<file path="config.mk">
export PLATFORM = sky130hd
export DESIGN_NAME = btq_slave
export DESIGN_NICKNAME = d
export VERILOG_FILES = /design/src/verilog/btq_pkg.sv /design/src/verilog/btq_xfer_if.sv /design/src/verilog/btq_decode.sv /design/src/verilog/btq_slave.sv
export SDC_FILE = /design/constraint.sdc
export NUM_CORES = 1
export LEC_CHECK = 0
export BUFFER_PORTS_ARGS = -buffer_cell sky130_fd_sc_hd__clkbuf_2
export CORE_UTILIZATION = 45
export DETAILED_ROUTE_END_ITERATION = 8
export PLACE_DENSITY_LB_ADDON = 0.1
export SLEW_MARGIN = 25
export SYNTH_ARGS = -nofsm -noshare
export SYNTH_HDL_FRONTEND = slang
export SYNTH_SLANG_ARGS = --single-unit
</file>
<file path="constraint.sdc">
create_clock -name sys_clk -period 13.18 [get_ports sys_clk]
set_input_delay 2.636 -clock sys_clk [delete_from_list [all_inputs] [get_ports sys_clk]]
set_output_delay 2.636 -clock sys_clk [all_outputs]
set_load 0.01 [all_outputs]
</file>
<file path="src/verilog/btq_pkg.sv">
package btq_pkg;
    localparam logic [1:0] TRANS_IDLE = 2'h0;
    localparam logic [1:0] TRANS_BUSY = 2'h1;
    localparam logic [1:0] TRANS_NONSEQ = 2'h2;
    localparam logic [1:0] TRANS_SEQ = 2'h3;
    localparam logic [2:0] SIZE_BYTE = 3'h0;
    localparam logic [2:0] SIZE_HALF = 3'h1;
    localparam logic [2:0] SIZE_WORD = 3'h2;
    localparam logic [2:0] BURST_SINGLE = 3'h0;
    localparam logic [2:0] BURST_INCR = 3'h1;
    localparam int ADDR_W = 32;
    localparam int DATA_W = 32;
    localparam logic RESP_OKAY = 1'b0;
    localparam logic RESP_ERROR = 1'b1;
    localparam logic [3:0] BEATS_SINGLE = 4'h1;
    typedef enum logic [2:0] {
        BTQ_IDLE = 3'b001,
        BTQ_BURST = 3'b010,
        BTQ_LOCKED = 3'b100
    } btq_state_t;
endpackage

</file>
<file path="src/verilog/btq_xfer_if.sv">
`timescale 1ns/1ps
interface btq_xfer_if;
    import btq_pkg::*;
    logic valid;
    logic [1:0] trans;
    logic [2:0] size;
    logic [2:0] burst;
    logic lock;
    logic [ADDR_W-1:0] addr;
    logic [ADDR_W-1:0] wrap_addr;
    logic active;
    logic size_bad;
    modport dec (input trans, size, burst, lock, addr,
                 output valid, wrap_addr, active, size_bad);
    modport top (output trans, size, burst, lock, addr,
                 input valid, wrap_addr, active, size_bad);
endinterface
</file>
<file path="src/verilog/btq_decode.sv">
`timescale 1ns/1ps
module btq_decode
    import btq_pkg::*;
(
    btq_xfer_if.dec x,
    input wire logic sel,
    input wire logic ready
);
    // Bytes per beat from the size code
    function automatic logic [ADDR_W-1:0] size_bytes(input logic [2:0] s);
        size_bytes = {{(ADDR_W-1){1'b0}}, 1'b1} << s;
    endfunction
    // Beats in a wrapping burst: WRAP4/8/16 at codes 2/4/6
    function automatic logic [ADDR_W-1:0] wrap_beats(input logic [2:0] b);
        wrap_beats = {{(ADDR_W-3){1'b0}}, 3'h4} << (b[2:1] - 2'h1);
    endfunction

    wire logic is_active;
    wire logic is_wrap;
    wire logic [ADDR_W-1:0] span;
    wire logic [ADDR_W-1:0] next_lin;

    //RULE1 type decode
    assign is_active = x.trans[1];
    assign is_wrap = (x.burst != BURST_SINGLE) && !x.burst[0];
    //RULE15 wrap boundary
    assign span = size_bytes(x.size) * wrap_beats(x.burst);
    assign next_lin = x.addr + size_bytes(x.size);
    assign x.wrap_addr = is_wrap ?
        ((x.addr & ~(span - 1)) | (next_lin & (span - 1))) : next_lin;
    assign x.active = is_active;
    //RULE20 capture qualifier
    assign x.valid = sel && ready && is_active;
    //RULE13 size codes
    assign x.size_bad = x.size > SIZE_WORD;
endmodule

</file>
<file path="src/verilog/btq_slave.sv">
`timescale 1ns/1ps
// Overview of operation
// RULE1 - Transfer type codes: IDLE 00, BUSY 01, NONSEQ 10, SEQ 11.
// RULE2 - IDLE transfers are ignored, answered OKAY with no wait.
// RULE3 - Master drives IDLE whenever it wants no data transfer.
// RULE4 - Master should follow a locked sequence with an IDLE.
// RULE5 - BUSY pauses a burst; address already shows the next beat.
// RULE6 - Only undefined-length bursts may end on BUSY.
// RULE7 - BUSY transfers are ignored, answered OKAY with no wait.
// RULE8 - NONSEQ starts a burst or a lone one-beat transfer.
// RULE9 - SEQ beats keep control identical to the previous beat.
// RULE10 - SEQ address is previous plus size bytes, wrapping if wrap burst.
// RULE11 - Locked sequences complete before any other transaction is served.
// RULE12 - Multi-master slaves handle lock; in-order slaves may ignore it.
// RULE13 - Size codes 000..111 mean 8 up to 1024 bits.
// RULE14 - Master never requests a size above the 32-bit bus; the bench master asks for size code 3 (64 bits) while big is set.
// RULE15 - Wrap boundary comes from size and burst type together.
// RULE16 - Size has address timing and stays fixed during a burst.
// RULE17 - Master ignores read data in the data phase of BUSY.
// RULE18 - Act on a selected transfer only once ready shows completion.
// RULE19 - Response low means OKAY, high means ERROR.
// RULE20 - Capture only when select, ready high and type NONSEQ or SEQ.
module btq_slave
    import btq_pkg::*;
(
    input wire logic sys_clk,
    input wire logic rst,
    input wire logic sel,
    input wire logic [ADDR_W-1:0] addr,
    input wire logic [1:0] trans,
    input wire logic [2:0] size,
    input wire logic [2:0] burst,
    input wire logic write,
    input wire logic mastlock,
    input wire logic ready,
    input wire logic [DATA_W-1:0] wdata,
    output logic [DATA_W-1:0] rdata,
    output logic readyout,
    output logic resp,
    output logic xfer_valid,
    output logic xfer_write,
    output logic [ADDR_W-1:0] xfer_addr,
    output logic [2:0] xfer_size,
    output logic [ADDR_W-1:0] xfer_expect,
    output logic xfer_locked,
    output logic [DATA_W-1:0] wr_data,
    output logic wr_strobe,
    output logic seq_error
);
    btq_xfer_if x ();
    btq_state_t state;
    btq_state_t next_state;
    logic dphase;
    logic dphase_write;
    logic dphase_err;
    logic err_second;

    assign x.trans = trans;
    assign x.size = size;
    assign x.burst = burst;
    assign x.lock = mastlock;
    assign x.addr = addr;

    btq_decode u_dec (
        .x(x),
        .sel(sel),
        .ready(ready)
    );

    ////////////////////////////////////////////////////////////////////////
    // Sequence tracking
    // A SEQ beat is checked against the address this block predicted
    wire logic is_seq;
    wire logic seq_mismatch;
    wire logic bad_xfer;
    assign is_seq = trans == TRANS_SEQ;
    //RULE10 predicted address
    assign seq_mismatch = is_seq && (state == BTQ_IDLE ||
        addr != xfer_expect || size != xfer_size);
    //RULE13 oversize request
    assign bad_xfer = x.size_bad;

    always_comb begin
        next_state = state;
        case (state)
            BTQ_IDLE: begin
                //RULE8 burst start
                if (x.valid) begin
                    next_state = mastlock ? BTQ_LOCKED : BTQ_BURST;
                end
            end
            BTQ_BURST: begin
                if (sel && ready && trans == TRANS_IDLE) begin
                    next_state = BTQ_IDLE;
                end else if (x.valid && mastlock) begin
                    next_state = BTQ_LOCKED;
                end
            end
            BTQ_LOCKED: begin
                //RULE11 hold until lock drops
                if (ready && !mastlock) begin
                    next_state = x.valid ? BTQ_BURST : BTQ_IDLE;
                end
            end
            default: next_state = BTQ_IDLE;
        endcase
    end

    always_ff @(posedge sys_clk) begin
        if (rst) begin
            state <= BTQ_IDLE;
        end else begin
            state <= next_state;
        end
    end

    ////////////////////////////////////////////////////////////////////////
    // Address phase capture
    always_ff @(posedge sys_clk) begin
        if (rst) begin
            xfer_valid <= 1'b0;
            xfer_write <= 1'b0;
            xfer_addr <= '0;
            xfer_size <= SIZE_BYTE;
            xfer_expect <= '0;
            xfer_locked <= 1'b0;
            seq_error <= 1'b0;
        end else begin
            // One-cycle strobe per accepted beat
            xfer_valid <= x.valid;
            seq_error <= x.valid && seq_mismatch;
            //RULE18 wait for ready
            if (x.valid) begin
                xfer_write <= write;
                xfer_addr <= addr;
                xfer_size <= size;
                xfer_expect <= x.wrap_addr;
                //RULE12 lock tracked
                xfer_locked <= mastlock;
            end
        end
    end

    ////////////////////////////////////////////////////////////////////////
    // Data phase response
    // Errors take two cycles: HRESP high with ready low, then both high
    always_ff @(posedge sys_clk) begin
        if (rst) begin
            dphase <= 1'b0;
            dphase_write <= 1'b0;
            dphase_err <= 1'b0;
            err_second <= 1'b0;
            readyout <= 1'b1;
            resp <= RESP_OKAY;
            wr_strobe <= 1'b0;
            wr_data <= '0;
            rdata <= '0;
        end else begin
            wr_strobe <= 1'b0;
            if (err_second) begin
                err_second <= 1'b0;
                readyout <= 1'b1;
                resp <= RESP_ERROR;
            end else if (x.valid) begin
                // RULE2 IDLE never reaches here
                dphase <= 1'b1;
                dphase_write <= write;
                dphase_err <= bad_xfer;
                //RULE19 error encoding
                if (bad_xfer) begin
                    readyout <= 1'b0;
                    resp <= RESP_ERROR;
                    err_second <= 1'b1;
                end else begin
                    readyout <= 1'b1;
                    resp <= RESP_OKAY;
                end
                rdata <= {x.wrap_addr[DATA_W-1:2], 2'b00};
            end else begin
                //RULE7 BUSY gets zero-wait OKAY
                dphase <= 1'b0;
                readyout <= 1'b1;
                resp <= RESP_OKAY;
                rdata <= '0;
            end
            // Write data arrives in the data phase
            if (dphase && dphase_write && !dphase_err) begin
                wr_strobe <= 1'b1;
                wr_data <= wdata;
            end
        end
    end
endmodule

</file>
# == Word level (Yosys, flattened, before mapping) ==
# Cells that the tools add are included.
# word_totals
regBits,145
input_bits,78
output_inout_bits,138
word_cells,75
# classes
add_sub_neg,3
multipliers,1
n_lt_le_gt_ge,1
n_eq_ne,9
shifts,2
muxes,15
n_bitwise,6
reduce_logical,21
# ops
cell,count
AND 32 bit,2
two-way mux 32 bit,2
adder 32 bit,1
multiplier 32 x 32 -> 32 bit,1
inequality test 32 bit,1
inverter 32 bit,1
OR 32 bit,1
<< shifter 1 x 3 -> 32 bit (first input constant),1
<< shifter 3 x 2 -> 32 bit (first input constant),1
subtractor 32 x 1 -> 32 bit (second input constant),1
two-way mux 3 bit,5
logical AND 1 bit,10
case mux 3 bit (3 select lines),1
two-way mux 1 bit,6
inequality test 2 bit (second input constant),2
equality test 3 x 1 -> 1 bit (second input constant),1
equality test 3 x 2 -> 1 bit (second input constant),1
equality test 3 bit (second input constant),1
greater-than comparator 3 x 2 -> 1 bit (second input constant),1
logical NOT 1 bit,3
inequality test 3 bit,1
inequality test 3 bit (second input constant),1
AND reduction 3 bit,1
nonzero test 3 bit,1
other kinds (9),11

# == Depth between registers and ports, before layout ==
# logic_depth
word_depth,9
mapped_depth,23

# == Modules after synthesis ==
# A second synthesis with hierarchy kept.
# hier_totals
cells_unflattened,1007
area_unflattened_um2,8242.9
# modules_own_cells
mod,n_inst,cells_per_inst,area_each_um2,seq_area_each_um2
btq_slave,1,626,5367.6,2862.7
btq_decode,1,381,2875.3,0.0

# == Least setup slack after synthesis ==
# No wires, ideal clock.
# synth_path
path_kind,input -> register
from,input size[0]
to,register xfer_expect[24]
setup_time_ps,86
t_arrival_ps,7750
required_time_ps,13094
slack_ps,5345
stages,20
cell_sequence,clkbuf_1 -> or3b_2 -> inv_1 -> nand3_1 -> fa_1 -> fa_1 -> inv_1 -> ha_1 -> ha_1 -> inv_1 -> fa_1 -> inv_1 -> ha_1 -> a211oi_1 -> nor3_1 -> o21ai_0 -> a21oi_1 -> nor4b_1 -> xnor2_1 -> a211oi_1
# synth_between
elab_chain_len,7
# synth_rtl
item,line_no,text
"start, declared",btq_slave.sv:31,"input wire logic [2:0] size,"
<< shifter 1 x 3 -> 32 bit *,btq_decode.sv:11,"size_bytes = {{(ADDR_W-1){1'b0}}, 1'b1} << s;"
multiplier 32 x 32 -> 32 bit,btq_decode.sv:27,assign span = size_bytes(x.size) * wrap_beats(x.burst);
subtractor 32 x 1 -> 32 bit,btq_decode.sv:30,((x.addr & ~(span - 1)) | (next_lin & (span - 1))) : next_lin;
inverter 32 bit,btq_decode.sv:30,
AND 32 bit,btq_decode.sv:30,
OR 32 bit,btq_decode.sv:30,
two-way mux 32 bit *,btq_decode.sv:29,assign x.wrap_addr = is_wrap ?
"end signal, assigned",btq_slave.sv:137,xfer_expect <= x.wrap_addr;
"end, declared",btq_slave.sv:44,"output logic [ADDR_W-1:0] xfer_expect,"
# Mark *: on every way between the ends. The rest lies on a longest branch, timed or not.
# A chain may end at the register's enable or synchronous reset.

# == Worst setup path in the final report ==
# layout_path
from,input size[2]
to,register xfer_expect[24]
# Same word-level chain as after synthesis.

==> metrics.md <==
| Metric | Value |
|---|---|
| Num ports | 216 |
| DR pass1 iterations | 5 |
| Unrepaired setup endpoints after global routing | no |
| Worst R2R Start | xfer_expect[20] |
| Synth-to-Final Area Change | 22.01% |
| Ys async rst share | 0% |
| Clock period minus worst slack | 7.881 ns |
| Worst hold start | rdata[23] |
| Final Wtd Congestion | 0.8788 |
| Leading cell type in the layout, fill and taps excluded | clkbuf_2 |
| Clock Path Buffers | 2 |
| Leakage | 0.004358 µW |
| GRT Total Usage | 26.05% |
| Dpl hpwl | 17.67 mm |
| Drt first-iter violations | 451 |
| Routed WL per cell | 16.68 µm |
| Postcts setup bufs | 0 |
| Final #Nets | 1,343 |
| Routed Antenna Nets | 0 |
| Die area | 18,400 µm² |
| Top-area cell type share of the netlist area | 35.62% |
| Post-Layout Cell Count | 1,431 |
| Tot Pwr | 1125 µW |
| EDFF count, synth | 0 |
| Mean Syn Cell Area | 7.927 µm² |
| Share of cells above drive strength 1 | 22.06% |
| Yosys top cell by area | dfxtp_1 |
| Drt total wl | 23.86 mm |
| Reg2reg end | seq_error |
| Number of max-cap violations | 0 |
| First-pass GRT wire length | 36.64 mm |
| Starting Density | 46.31% |
| Worst Hold Path Cells | 2 |
| Worst-skew pair later-pin latency | 0.43 ns |
| Vias per cell | 5.242 |
| FMAX | 126.9 MHz |
| Total congestion overflow | 0 |
| Hold-fix buffers, CTS | 0 |
| N_diodes | 0 |
| Most frequent cells in the layout | 212 x clkbuf_2, 200 x nand2_1, 143 x dfxtp_1 |
| VDD IR max | 93.12 µV |
| Slew HR | 34.19% |
| TritonCTS clock tree | yes |
| CTS resizes | 0 |
| # setup viols final | 0 |
| Startpoint types | input port |
| Initial antenna violation count | 0 |
| Clk root buf | clkbuf_16 |
| Synth Flop Type | dfxtp_1 |
| #FFs+latches synth | 143 |
| Hold Fails Final Rpt | 0 |
| DRC | 0 |
| Cells after DPL | 1,400 |
| Worst Path Arrival | 8.14 ns |
| Row Count | 48 |
| Clk sinks | 143 |
| Largest net degree at the start of global routing | 98 |
| Seq/Total Area, Yosys | 35.62% |
| Die Width | 135.6 µm |
| WHS Endpoint | rdata[23] |
| Worst clock skew | 0.008185 ns |
| Clk slew on worst S/H paths | 0.06 ns |
| Slew Limit Fails | 0 |
| CTS Buf Count | 17 |
| H-tree depth | 4 |
| Cell Pwr Density | 114.7 nW/µm² |
| Period utilization | 59.79% |
| Vias in the first global route | 6,718 |
| Core Area | 17,360 µm² |
| Slew of the pin with the lowest slew margin | 0.9871 ns |
| Die Ht | 135.6 µm |
| Number of distinct library cells after synthesis | 59 |
| Reg2reg path depth | 6 |
| Dominant cells by area after synthesis | dfxtp_1 36%, nand2_1 9.3%, ha_1 7.6%, a21oi_1 7.3%, fa_1 5.5% |
| Worst Path Required | 13.44 ns |
| Post-Synthesis Cells | 1,014 |
| DR vias | 7,502 |
| Final TNS setup | 0 ns |
| CP Max Fanout | 17 |
| Port Buf Inserts | 213 |
| YS warnings | 0 |
| Run status | finished, final reports clean |
| Mapped cell area | 8038 µm² |
| Reg2reg setup slack | 11.40 ns |
| Worst Hold Class | reg -> reg |
| Kind of critical path | in -> reg |
| Critical Path End Type | register |
how the worst max path moves through the flow:
stage             from               to  slack [ns]
3_3_place_gp   size[2]  xfer_expect[24]        4.94
2_1_floorplan  size[0]  xfer_expect[24]        5.34
5_1_grt        size[2]  xfer_expect[30]        4.78
6_report       size[2]  xfer_expect[24]        5.30
3_5_place_dp   size[2]  xfer_expect[24]        4.88
4_1_cts        size[2]  xfer_expect[24]        5.29
through the flow:
stage / setup slack (ns) / util [%] / instance area (µm²) / hold slack [ns]
floorplan: 5.345 / - / 8041 / 0.4540
global placement: 4.945 / 53.09 / 9215 / 0.4346
detailed placement: 4.877 / 53.09 / 9215 / 0.4409
CTS: 5.289 / 56.50 / 9807 / 0.4496
global route: 4.782 / 56.50 / 9807 / 0.4669
finish: 5.299 / 56.50 / 9807 / 0.4471
where the power goes:
group	total (µW)	switching, µW	internal, µW
combinational	181	112	69.2
sequential	453	9.14	444
clock	491	204	287
total	1120	325	800
worst max-delay path: stages:
cell and delay [ns]:
clkbuf_2 0.22, or3b_2 0.54, inv_1 0.14, nand3_1 0.12, fa_1 0.50, fa_1 0.55, inv_1 0.05, ha_1 0.30
ha_1 0.28, inv_1 0.05, fa_1 0.59, inv_1 0.06, ha_1 0.30, a211oi_1 0.37, nor3_1 0.12, o21ai_0 0.31
a21oi_1 0.29, nor4b_1 0.43, xnor2_1 0.19, a211oi_1 0.10
Yosys cell counts, types with 2 or more instances:
cell and number:
xor2_1 34, xnor2_1 37, nor4_1 8, nand2_1 200, fa_1 22, a21o_1 8
dfxtp_1 143, nand3b_1 5, buf_1 8, nand4_1 12, nand2b_1 10, and4_1 5
nor3b_1 2, a31oi_1 8, o31ai_1 3, clkbuf_1 49, buf_4 2, ha_1 49
a211oi_1 13, nor2b_1 3, or2_2 2, nor2_1 57, o21ai_1 6, o21bai_1 2
inv_1 71, nor3_1 13, and3_1 14, o211ai_1 6, o21ai_0 54, and2_1 4
nand3_1 11, o21a_1 2, or3_1 6, a22oi_1 3, a21oi_1 118
state kept, by name, summed over array words and instances, names as in the netlist, 3 cells and up:
name	flops
wr_data	32
xfer_addr	32
xfer_expect	32
rdata	30
state	3
xfer_size	3
kinds of logic after synthesis:
kind of cell,count (synthesis),share of synthesized area (%)
compound gates,235,16.52
xor+xnor,71,7.737
fa+ha+maj,72,13.25
buf+inv,131,6.305
flops,143,35.62
mux,2,0.2646
other cells,1,0.04666
simple gates,359,20.27
per-layer routing:
metal	up-vias	global-route usage (%)	wire length, µm
li1	3759	-	-
met1	3499	35.27	10870
met2	223	41.16	11220
met3	21	6.322	1504
met4	0	6.804	273
met5	-	0	0
area by class of cell:
class | instances | area (µm²)
multi-input cells | 741 | 4683
repair buffers | 220 | 1121
clock inverters | 13 | 152.6
fillers | 1683 | 7550
flip-flops and latches | 143 | 2863
well taps | 225 | 281.5
clock buffers | 18 | 439.2
inverters | 71 | 266.5
Power figures use the tool's default switching activity.
